===== src/mbpc_pkg.sv =====
// shared constants for the motor bridge mode and protection controller
package mbpc_pkg;
  // interval figures in microseconds, clock at 25 MHz
  localparam int CLK_MHZ = 25;
  localparam int OCP_DEGLITCH_US = 2;
  localparam int RETRY_US = 40;
  localparam int SLEEP_US = 40;
  localparam int WAKE_US = 20;
  localparam int STALL_RELEASE_US = 20;
  localparam int AUTOSLEEP_US = 40;
  localparam int INRUSH_US = 100;
  // cycle counts derived from the figures
  localparam int OCP_CYC = OCP_DEGLITCH_US * CLK_MHZ;
  localparam int RETRY_CYC = RETRY_US * CLK_MHZ;
  localparam int SLEEP_CYC = SLEEP_US * CLK_MHZ;
  localparam int WAKE_CYC = WAKE_US * CLK_MHZ;
  localparam int STALL_REL_CYC = STALL_RELEASE_US * CLK_MHZ;
  localparam int AUTOSLEEP_CYC = AUTOSLEEP_US * CLK_MHZ;
  localparam int INRUSH_CYC = INRUSH_US * CLK_MHZ;
  localparam int CNT_W = 16;
  // regulation mode select encodings
  localparam logic [1:0] REG_LOW = 2'h0;
  localparam logic [1:0] REG_HIGH = 2'h1;
  localparam logic [1:0] REG_FLOAT = 2'h2;
  typedef enum logic [1:0] {
    ST_SLEEP = 2'b00,
    ST_ACTIVE = 2'b01,
    ST_FAULT = 2'b10
  } mbpc_state_e;
endpackage : mbpc_pkg


===== src/mbpc_timer.sv =====
// interval timer: counts while run, done once count reached
`timescale 1ns/1ps
module mbpc_timer (
  input wire logic mclk, // clock
  input wire logic reset, // sync reset
  input wire logic run, // count while high, clear when low
  input wire logic [15:0] limit, // cycles to reach
  output logic done // reached limit
);
  logic [15:0] count;
  assign done = (count >= limit);
  always_ff @(posedge mclk) begin
    if (reset || !run) begin
      count <= 16'h0000;
    end else if (!done) begin
      count <= count + 16'h0001;
    end
  end
endmodule : mbpc_timer


===== src/mbpc_guard.sv =====
// fault guard: deglitch qualify then timed retry
`timescale 1ns/1ps
module mbpc_guard (
  input wire logic mclk, // clock
  input wire logic reset, // sync reset
  input wire logic cond, // raw fault condition
  input wire logic [15:0] deglitch, // qualify cycles, 0 for none
  input wire logic [15:0] retry, // retry cycles
  output logic tripped // bridge must stay off
);
  logic qualified;
  logic retry_done;
  logic hold;
  mbpc_timer u_dg (.mclk(mclk), .reset(reset), .run(cond && !hold),
    .limit(deglitch), .done(qualified));
  mbpc_timer u_rt (.mclk(mclk), .reset(reset), .run(hold),
    .limit(retry), .done(retry_done));
  assign tripped = hold;
  always_ff @(posedge mclk) begin
    if (reset) begin
      hold <= 1'b0;
    end else if (!hold && cond && qualified) begin
      hold <= 1'b1;
    end else if (hold && retry_done) begin
      hold <= 1'b0;
    end
  end
endmodule : mbpc_guard


===== src/mbpc_ctrl.sv =====
// mode sequencing and protection controller for the h-bridge
`timescale 1ns/1ps
// Summary of operation
// stall release shorter than autosleep interval
// floating mode regulates only during inrush
// qualified overcurrent disables bridge, flags fault
// retry after interval, repeat while overcurrent
// high and low side checked separately
// overcurrent independent of sense path
// overtemperature disables, flags, retries, repeats
// lockout resets logic, disables, flags fault
// split supply uses logic supply lockout
// single supply uses motor supply lockout
// leave lockout only above rising threshold
// active needs supply, input high, wake
// inputs low for interval enters sleep
// host holds input high past wake
// fault mode returns active on recovery
// inrush blanking restarts on listed events
// indication stall release after low interval
// intervals are parameterised cycle counters
// fault flag released on return active
module mbpc_ctrl (
  input wire logic mclk, // 25 MHz clock
  input wire logic reset, // sync reset, active high
  input wire logic drive_input_a, // bridge input a
  input wire logic drive_input_b, // bridge input b
  input wire logic split_supply, // high: split supply operation
  input wire logic logic_supply_fall, // logic supply below falling
  input wire logic logic_supply_rise, // logic supply above rising
  input wire logic motor_supply_fall, // motor supply below falling
  input wire logic motor_supply_rise, // motor supply above rising
  input wire logic [1:0] hs_limit, // high-side fet current limit
  input wire logic [1:0] ls_limit, // low-side fet current limit
  input wire logic over_temp, // die over thermal threshold
  input wire logic [1:0] regulation_mode_sel, // low/high/float
  input wire logic stall_seen, // stall comparator, qualified
  input wire logic stall_response_sel, // high: indication only
  output logic bridge_enable, // bridge fets may drive
  output logic circuits_enable, // internal circuits on
  output logic regulation_enable, // current regulation active
  output logic inrush_blank, // inrush blanking running
  output logic fault_flag_n_o, // fault flag output value
  output logic fault_flag_n_oe, // open drain pulls low
  output logic stall_flag_n_o, // stall flag output value
  output logic stall_flag_n_oe, // open drain pulls low
  output logic [1:0] mode // current mode
);
  mbpc_pkg::mbpc_state_e state, next_state;
  logic any_high, lockout, armed, supply_ok;
  logic ocp_trip, tsd_trip, fault_now;
  logic sleep_done, wake_done, release_done, inrush_done;
  logic stall_latched, blank_run, blank_restart;
  logic [3:0] fet_lim;
  logic [3:0] fet_trip;

  assign any_high = drive_input_a || drive_input_b;
  // supply monitor picked by supply arrangement
  assign lockout = split_supply ? logic_supply_fall
    : motor_supply_fall;
  assign supply_ok = split_supply ? logic_supply_rise
    : motor_supply_rise;

  // per-fet guards, the sense path never feeds them
  assign fet_lim = {hs_limit, ls_limit};
  genvar g;
  generate
    for (g = 0; g < 4; g++) begin : g_fet
      mbpc_guard u_ocp (
        .mclk(mclk),
        .reset(reset || lockout),
        .cond(fet_lim[g]),
        .deglitch(16'(mbpc_pkg::OCP_CYC)),
        .retry(16'(mbpc_pkg::RETRY_CYC)),
        .tripped(fet_trip[g])
      );
    end
  endgenerate
  assign ocp_trip = |fet_trip;

  mbpc_guard u_tsd (
    .mclk(mclk),
    .reset(reset || lockout),
    .cond(over_temp),
    .deglitch(16'h0000),
    .retry(16'(mbpc_pkg::RETRY_CYC)),
    .tripped(tsd_trip)
  );
  assign fault_now = ocp_trip || tsd_trip;

  mbpc_timer u_sleep (.mclk(mclk), .reset(reset || lockout),
    .run(!any_high && state == mbpc_pkg::ST_ACTIVE),
    .limit(16'(mbpc_pkg::SLEEP_CYC)), .done(sleep_done));
  mbpc_timer u_wake (.mclk(mclk), .reset(reset || lockout),
    .run(any_high && state == mbpc_pkg::ST_SLEEP),
    .limit(16'(mbpc_pkg::WAKE_CYC)), .done(wake_done));
  // release interval is below autosleep so the flag clears first
  mbpc_timer u_rel (.mclk(mclk), .reset(reset || lockout),
    .run(!any_high && stall_latched && !stall_seen),
    .limit(16'(mbpc_pkg::STALL_REL_CYC)), .done(release_done));
  mbpc_timer u_inr (.mclk(mclk), .reset(reset || lockout),
    .run(blank_run && !blank_restart),
    .limit(16'(mbpc_pkg::INRUSH_CYC)), .done(inrush_done));

  // next mode
  always_comb begin
    next_state = state;
    case (state)
      mbpc_pkg::ST_SLEEP: begin
        if (armed && wake_done && any_high) begin
          next_state = mbpc_pkg::ST_ACTIVE;
        end
      end
      mbpc_pkg::ST_ACTIVE: begin
        if (fault_now) begin
          next_state = mbpc_pkg::ST_FAULT;
        end else if (sleep_done && !any_high) begin
          next_state = mbpc_pkg::ST_SLEEP;
        end
      end
      mbpc_pkg::ST_FAULT: begin
        if (!fault_now) begin
          next_state = mbpc_pkg::ST_ACTIVE;
        end
      end
      default: next_state = mbpc_pkg::ST_SLEEP;
    endcase
  end

  // blanking restarts on power-up, fault exit, wake and stall exit
  assign blank_restart = (state != mbpc_pkg::ST_ACTIVE
    && next_state == mbpc_pkg::ST_ACTIVE)
    || (stall_latched && release_done);

  always_ff @(posedge mclk) begin
    if (reset || lockout) begin
      state <= mbpc_pkg::ST_SLEEP;
      armed <= 1'b0;
      blank_run <= 1'b0;
      stall_latched <= 1'b0;
    end else begin
      state <= next_state;
      armed <= armed || supply_ok;
      blank_run <= blank_restart || (blank_run && !inrush_done);
      if (stall_seen && !blank_run && state == mbpc_pkg::ST_ACTIVE) begin
        stall_latched <= 1'b1; // set beats release
      end else if (stall_response_sel && release_done) begin
        stall_latched <= 1'b0;
      end else if (state == mbpc_pkg::ST_SLEEP) begin
        stall_latched <= 1'b0;
      end
    end
  end

  assign inrush_blank = blank_run;
  assign mode = state;
  // latched-disable stall response also stops the bridge
  // lockout cuts the bridge at once, before the mode register follows
  assign bridge_enable = (state == mbpc_pkg::ST_ACTIVE) && !fault_now
    && !lockout
    && !(stall_latched && !stall_response_sel);
  assign circuits_enable = !lockout && state != mbpc_pkg::ST_SLEEP;
  assign regulation_enable = bridge_enable
    && ((regulation_mode_sel == mbpc_pkg::REG_HIGH)
    || (regulation_mode_sel == mbpc_pkg::REG_FLOAT && blank_run));
  assign fault_flag_n_o = 1'b0;
  // flag low in fault mode, during lockout, released on return
  assign fault_flag_n_oe = lockout || reset
    || state == mbpc_pkg::ST_FAULT;
  assign stall_flag_n_o = 1'b0;
  assign stall_flag_n_oe = stall_latched;

  // checks
  ocp_flag_a: assert property (@(posedge mclk) disable iff (reset)
    (ocp_trip && !lockout) |-> !bridge_enable)
    else $error("bridge on during overcurrent");
  lockout_flag_a: assert property (@(posedge mclk)
    lockout |-> fault_flag_n_oe && !bridge_enable)
    else $error("lockout without fault flag");
  lockout_reset_a: assert property (@(posedge mclk)
    lockout |=> state == mbpc_pkg::ST_SLEEP && !stall_latched)
    else $error("lockout did not reset state");
  float_reg_a: assert property (@(posedge mclk) disable iff (reset)
    (regulation_mode_sel == mbpc_pkg::REG_FLOAT && !blank_run)
    |-> !regulation_enable)
    else $error("float mode regulating after inrush");
  fault_release_a: assert property (@(posedge mclk)
    disable iff (reset || lockout)
    (state == mbpc_pkg::ST_FAULT ##1 state == mbpc_pkg::ST_ACTIVE)
    |-> !fault_flag_n_oe)
    else $error("fault flag held after recovery");
  wake_entry_a: assert property (@(posedge mclk)
    disable iff (reset || lockout)
    ($past(state) == mbpc_pkg::ST_SLEEP
    && state == mbpc_pkg::ST_ACTIVE) |-> $past(any_high) && armed)
    else $error("woke without input high");
  sleep_entry_a: assert property (@(posedge mclk)
    disable iff (reset || lockout)
    ($past(state) == mbpc_pkg::ST_ACTIVE
    && state == mbpc_pkg::ST_SLEEP) |-> $past(!any_high, 1))
    else $error("slept with input high");
  blank_restart_a: assert property (@(posedge mclk)
    disable iff (reset || lockout)
    ($past(state) != mbpc_pkg::ST_ACTIVE
    && state == mbpc_pkg::ST_ACTIVE) |-> blank_run)
    else $error("blanking not restarted");
  fault_enter_a: assert property (@(posedge mclk)
    disable iff (reset || lockout)
    (state == mbpc_pkg::ST_ACTIVE && fault_now)
    |=> state == mbpc_pkg::ST_FAULT)
    else $error("fault mode not entered");

  sleep_bridge_off_a: assert property (@(posedge mclk)
    disable iff (reset || lockout)
    state == mbpc_pkg::ST_SLEEP |-> !bridge_enable && !circuits_enable)
    else $error("bridge or circuits on in sleep");

  tsd_bridge_off_a: assert property (@(posedge mclk)
    disable iff (reset)
    tsd_trip |-> !bridge_enable)
    else $error("bridge on during overtemperature");

  fault_mode_flag_a: assert property (@(posedge mclk)
    disable iff (reset)
    state == mbpc_pkg::ST_FAULT |-> fault_flag_n_oe && !bridge_enable)
    else $error("fault mode without flag");

  fault_flag_free_a: assert property (@(posedge mclk)
    disable iff (reset || lockout)
    state != mbpc_pkg::ST_FAULT |-> !fault_flag_n_oe)
    else $error("fault flag low outside fault");

  stall_disable_a: assert property (@(posedge mclk)
    disable iff (reset || lockout)
    (stall_latched && !stall_response_sel) |-> !bridge_enable)
    else $error("bridge on after latched stall");

  release_short_a: assert property (@(posedge mclk)
    disable iff (reset)
    1'b1 |-> (mbpc_pkg::STALL_REL_CYC < mbpc_pkg::SLEEP_CYC))
    else $error("stall release not below autosleep");

  lockout_disarm_a: assert property (@(posedge mclk)
    disable iff (reset)
    lockout |=> !armed)
    else $error("armed through lockout");

  reg_low_off_a: assert property (@(posedge mclk)
    disable iff (reset)
    regulation_mode_sel == mbpc_pkg::REG_LOW |-> !regulation_enable)
    else $error("regulating in low mode");

  reg_bridge_off_a: assert property (@(posedge mclk)
    disable iff (reset)
    !bridge_enable |-> !regulation_enable)
    else $error("regulating with bridge off");

  ocp_qualify_a: assert property (@(posedge mclk)
    disable iff (reset || lockout)
    $rose(ocp_trip) |-> $past(fet_lim) != 4'h0)
    else $error("overcurrent trip without limit");

  ocp_retry_hold_a: assert property (@(posedge mclk)
    disable iff (reset || lockout)
    $rose(ocp_trip) |=> ocp_trip [*8])
    else $error("overcurrent retry cut short");

  tsd_retry_hold_a: assert property (@(posedge mclk)
    disable iff (reset || lockout)
    $rose(tsd_trip) |=> tsd_trip [*8])
    else $error("thermal retry cut short");

  wake_unarmed_a: assert property (@(posedge mclk)
    disable iff (reset || lockout)
    (state == mbpc_pkg::ST_SLEEP && !armed) |=> state == mbpc_pkg::ST_SLEEP)
    else $error("woke before supply rise");

  stall_blanked_a: assert property (@(posedge mclk)
    disable iff (reset || lockout)
    (blank_run && !stall_latched) |=> !stall_latched)
    else $error("stall latched during blanking");

  active_circuits_a: assert property (@(posedge mclk)
    disable iff (reset || lockout)
    state == mbpc_pkg::ST_ACTIVE |-> circuits_enable)
    else $error("circuits off while active");

  lockout_circuits_a: assert property (@(posedge mclk)
    disable iff (reset)
    lockout |-> !circuits_enable)
    else $error("circuits on during lockout");

  split_lockout_a: assert property (@(posedge mclk)
    disable iff (reset)
    (split_supply && !logic_supply_fall) |-> !lockout)
    else $error("motor supply caused split lockout");

  single_lockout_a: assert property (@(posedge mclk)
    disable iff (reset)
    (!split_supply && motor_supply_fall) |-> lockout)
    else $error("motor supply fall missed");
endmodule : mbpc_ctrl


===== config.mk =====
export PLATFORM = sky130hd
export DESIGN_NAME = mbpc_ctrl
export DESIGN_NICKNAME = d
export VERILOG_FILES = /design/src/mbpc_pkg.sv /design/src/mbpc_timer.sv /design/src/mbpc_guard.sv /design/src/mbpc_ctrl.sv
export SDC_FILE = /design/constraint.sdc
export NUM_CORES = 1
export LEC_CHECK = 0
export BUFFER_PORTS_ARGS = -buffer_cell sky130_fd_sc_hd__buf_4
export CORE_ASPECT_RATIO = 0.75
export CORE_MARGIN = 3
export CORE_UTILIZATION = 45
export CTS_BUF_LIST = sky130_fd_sc_hd__clkbuf_16
export CTS_CLUSTER_DIAMETER = 60
export DETAILED_ROUTE_END_ITERATION = 8
export SETUP_SLACK_MARGIN = 0.4
export SYNTH_ARGS = -nofsm -noshare
export SYNTH_HDL_FRONTEND = slang
export SYNTH_SLANG_ARGS = --single-unit

===== constraint.sdc =====
create_clock -name mclk -period 1.84 [get_ports mclk]
set_clock_uncertainty 0.05 [all_clocks]
set_input_delay 0.368 -clock mclk [delete_from_list [all_inputs] [get_ports mclk]]
set_output_delay 0.368 -clock mclk [all_outputs]
set_load 0.05 [all_outputs]

==> flow_summary.json <==
{
  "fmax_mhz": 443,
  "yosysUniqueCellTypes": 58,
  "nNetsFinal": 1172,
  "io_pins": 28,
  "drive_above_1_share_pct": 38.8,
  "final_common_cell": "dfxtp_1",
  "clock_latency_ps": 510,
  "vias_per_cell": 5.26,
  "die_w_um": 169,
  "grt_max_degree": 26,
  "combPwrFrac_pct": 2.6,
  "num_vias": 7359,
  "async_flop_share_pct": 0,
  "status": "finished with violations",
  "syn2layout_area_growth_pct": 41.2,
  "min_period_ps": 2260,
  "finalPower_mw": 9.45,
  "dpl_cell_area_mm2": 0.0101,
  "violations": "setup timing",
  "internal-power_mw": 7.42,
  "ys.flop_type": "dfxtp_1",
  "coreArea_mm2": 0.0195,
  "yosysWarningCount": 0,
  "hp-class": "input port to register",
  "place_worst_setup_slack_ps": -40.6,
  "hpwlAfterDp_mm": 12.0,
  "switching_share_pct": 21.5,
  "hold_viol_final": 0,
  "cts-buffers-inserted": 24,
  "yosysSeqAreaShare_pct": 48.4,
  "cap_violations": 0,
  "numClockSinks": 218,
  "postSynthAreaPerCell_um2": 9.33,
  "synth_edf_count": 0,
  "grtUsageTotal_pct": 17.3,
  "ant_nets": 0,
  "post_drt_wl_per_cell_um": 14.2,
  "final_core_util_pct": 65.3,
  "drt_iter0_drc": 322,
  "grt_pass1_wl_mm": 32.3,
  "cts_buffer_depth": 3,
  "final_area_mm2": 0.0127,
  "worst_slack_ps": -416,
  "start_kind": "register",
  "worstPathRequired_ps": 1420,
  "grt-ovfl-total": 0,
  "seq_power_share_pct": 50.0,
  "numPortBuffers": 25,
  "report.final.slew_viol_count": 0,
  "design.die.area_mm2": 0.0218,
  "cts_max_level": 1,
  "synth_cells": 966,
  "root_buffer": "clkbuf_16",
  "hold_buffers": 0,
  "p_sw_mw": 2.03,
  "post-route-period-util_pct": 123,
  "leakage_nw": 4.63,
  "antenna_found_initial": 0,
  "clkSlewWorstSetupHoldPaths_ps": 60,
  "rsz0062_at_grt": "true",
  "die_h_um": 129,
  "initial_core_util_pct": 46.2,
  "n_fill_cell": 1529,
  "cts_tree": "done",
  "firstDrtPassIters": 5,
  "finalSetupViolations": 4,
  "path_class": "register to output port",
  "p_per_area_mw_per_mm2": 743,
  "grt_pass1_vias": 6760,
  "setup.worst_path.end_class": "output port",
  "ys_seq_elements": 218,
  "worstPathMaxFanout": 2,
  "final_cell_mix": "160 x dfxtp_1, 113 x buf_4, 76 x and2_1",
  "p_clk_share_pct": 47.4,
  "rows": 44,
  "syn_area_mm2": 0.00901,
  "drc": 0,
  "wl_mm": 19.8,
  "max-vdd-ir-drop_mv": 0.667,
  "placedCellCount": 1272,
  "fin_cells": 1399,
  "place_congestion": 0.781,
  "diodes": 0,
  "cp.arrival_ps": 1840
}
[final timing paths]
check	start	to	slack, ps	cells past startpoint
setup / recovery	g_fet[0].u_ocp.tripped	regulation_enable	-420	5
hold / removal	logic_supply_rise	armed	70	3
setup reg to reg	u_wake.count[14]	inrush_blank	-10	7
hold reg to reg	g_fet[0].u_ocp.u_dg.count[13]	g_fet[0].u_ocp.u_dg.count[13]	410	1
[area by class of cell]
class / count / area [um^2] / share of cell area (%)
repair buffers: 158 / 1470 / 11.5
well taps: 253 / 317 / 2.49
flip-flops and latches: 218 / 4470 / 35.1
clock inverters: 19 / 114 / 0.895
clock buffers: 25 / 626 / 4.92
inverters: 45 / 171 / 1.35
multi-input cells: 681 / 5560 / 43.7
[synthesized netlist by cell type, drive strengths merged (2+ instances only)]
cell type / n / area [um^2]
buf: 10 / 76.3
nand2b: 14 / 87.6
xnor2: 8 / 70.1
nor2: 51 / 194
o31ai: 11 / 82.6
and4: 3 / 26.3
o211a: 2 / 20.0
nand4: 25 / 156
nor4b: 2 / 17.5
nand3: 30 / 150
a211oi: 14 / 110
o2111a: 4 / 45.0
nor4: 33 / 270
o2111ai: 15 / 144
or3: 49 / 307
o22ai: 3 / 18.8
nor2b: 7 / 43.8
and3: 39 / 244
nand2: 64 / 240
a21oi: 64 / 320
dfxtp: 218 / 4360
or2: 2 / 12.5
and2: 78 / 488
ha: 26 / 325
o21a: 6 / 45.0
inv: 45 / 169
o211ai: 9 / 81.3
mux2i: 21 / 210
nor3: 16 / 131
nor3b: 2 / 20.0
o21ai: 55 / 275
clkbuf: 14 / 52.6
or4: 9 / 67.6
xor2: 7 / 61.3
[through the flow]
| step | hold slack [ps] | TNS (ps) |
|---|---|---|
| floorplan | 372 | -167 |
| global placement | 380 | -71.1 |
| detailed placement | 392 | -189 |
| CTS | 61.2 | -1090 |
| global route | 88.9 | -1610 |
| finish | 72.4 | -872 |
[repair_timing]
| action | 4_1_cts | 5_1_grt |
|---|---|---|
| endpoints found under the setup margin | 114 | 127 |
| pin swaps | 106 | 62 |
| gates resized for setup | 125 | 157 |
| cloned | 3 | 1 |
| setup buffers | 50 | 29 |
[cell families (layout without fill, tap and decap cells)]
logic type,Yosys count,in the layout,share of synthesized area [%]
xor+xnor,15,15,1.46
flops,218,218,48.4
simple gates,425,426,27.3
other cells,1,2,0.0416
compound gates,190,190,13.4
fa+ha+maj,26,26,3.61
buf+inv,69,247,3.30
mux,22,22,2.46
[worst max-delay path: stages, from the launching register on]
cell and delay (ps):
dfxtp_2 330, nor4_4 360, nand3_2 180, nor3_4 160, and2_4 170, buf_8 130
[layer usage]
layer	track usage [%]	vias up	part of all wire (%)
met5	0	-	0
met4	4.18	0	1.9
met3	3.13	30	3.1
met2	26.1	92	43
met1	25.7	3437	52
li1	-	3800	-
[power groups by stage]
stage	clock network [mW]	logic, mW	registers, mW
after floorplan	0	0.110	4.84
after detailed placement	0	0.213	4.85
after global placement	0	0.212	4.85
final	4.48	0.245	4.72
after global routing	4.79	0.267	4.72
after CTS	4.60	0.234	4.73
[state kept, by name, indices dropped and copies added (netlist names), 2 cells and up]
register                cells
u_inr.count                16
u_sleep.count              16
u_tsd.u_rt.count           16
u_rel.count                16
g_fet.u_ocp.tripped         4
u_wake.count               16
g_fet.u_ocp.u_dg.count     64
mode                        2
g_fet.u_ocp.u_rt.count     64
Power figures use the tool's default switching activity.
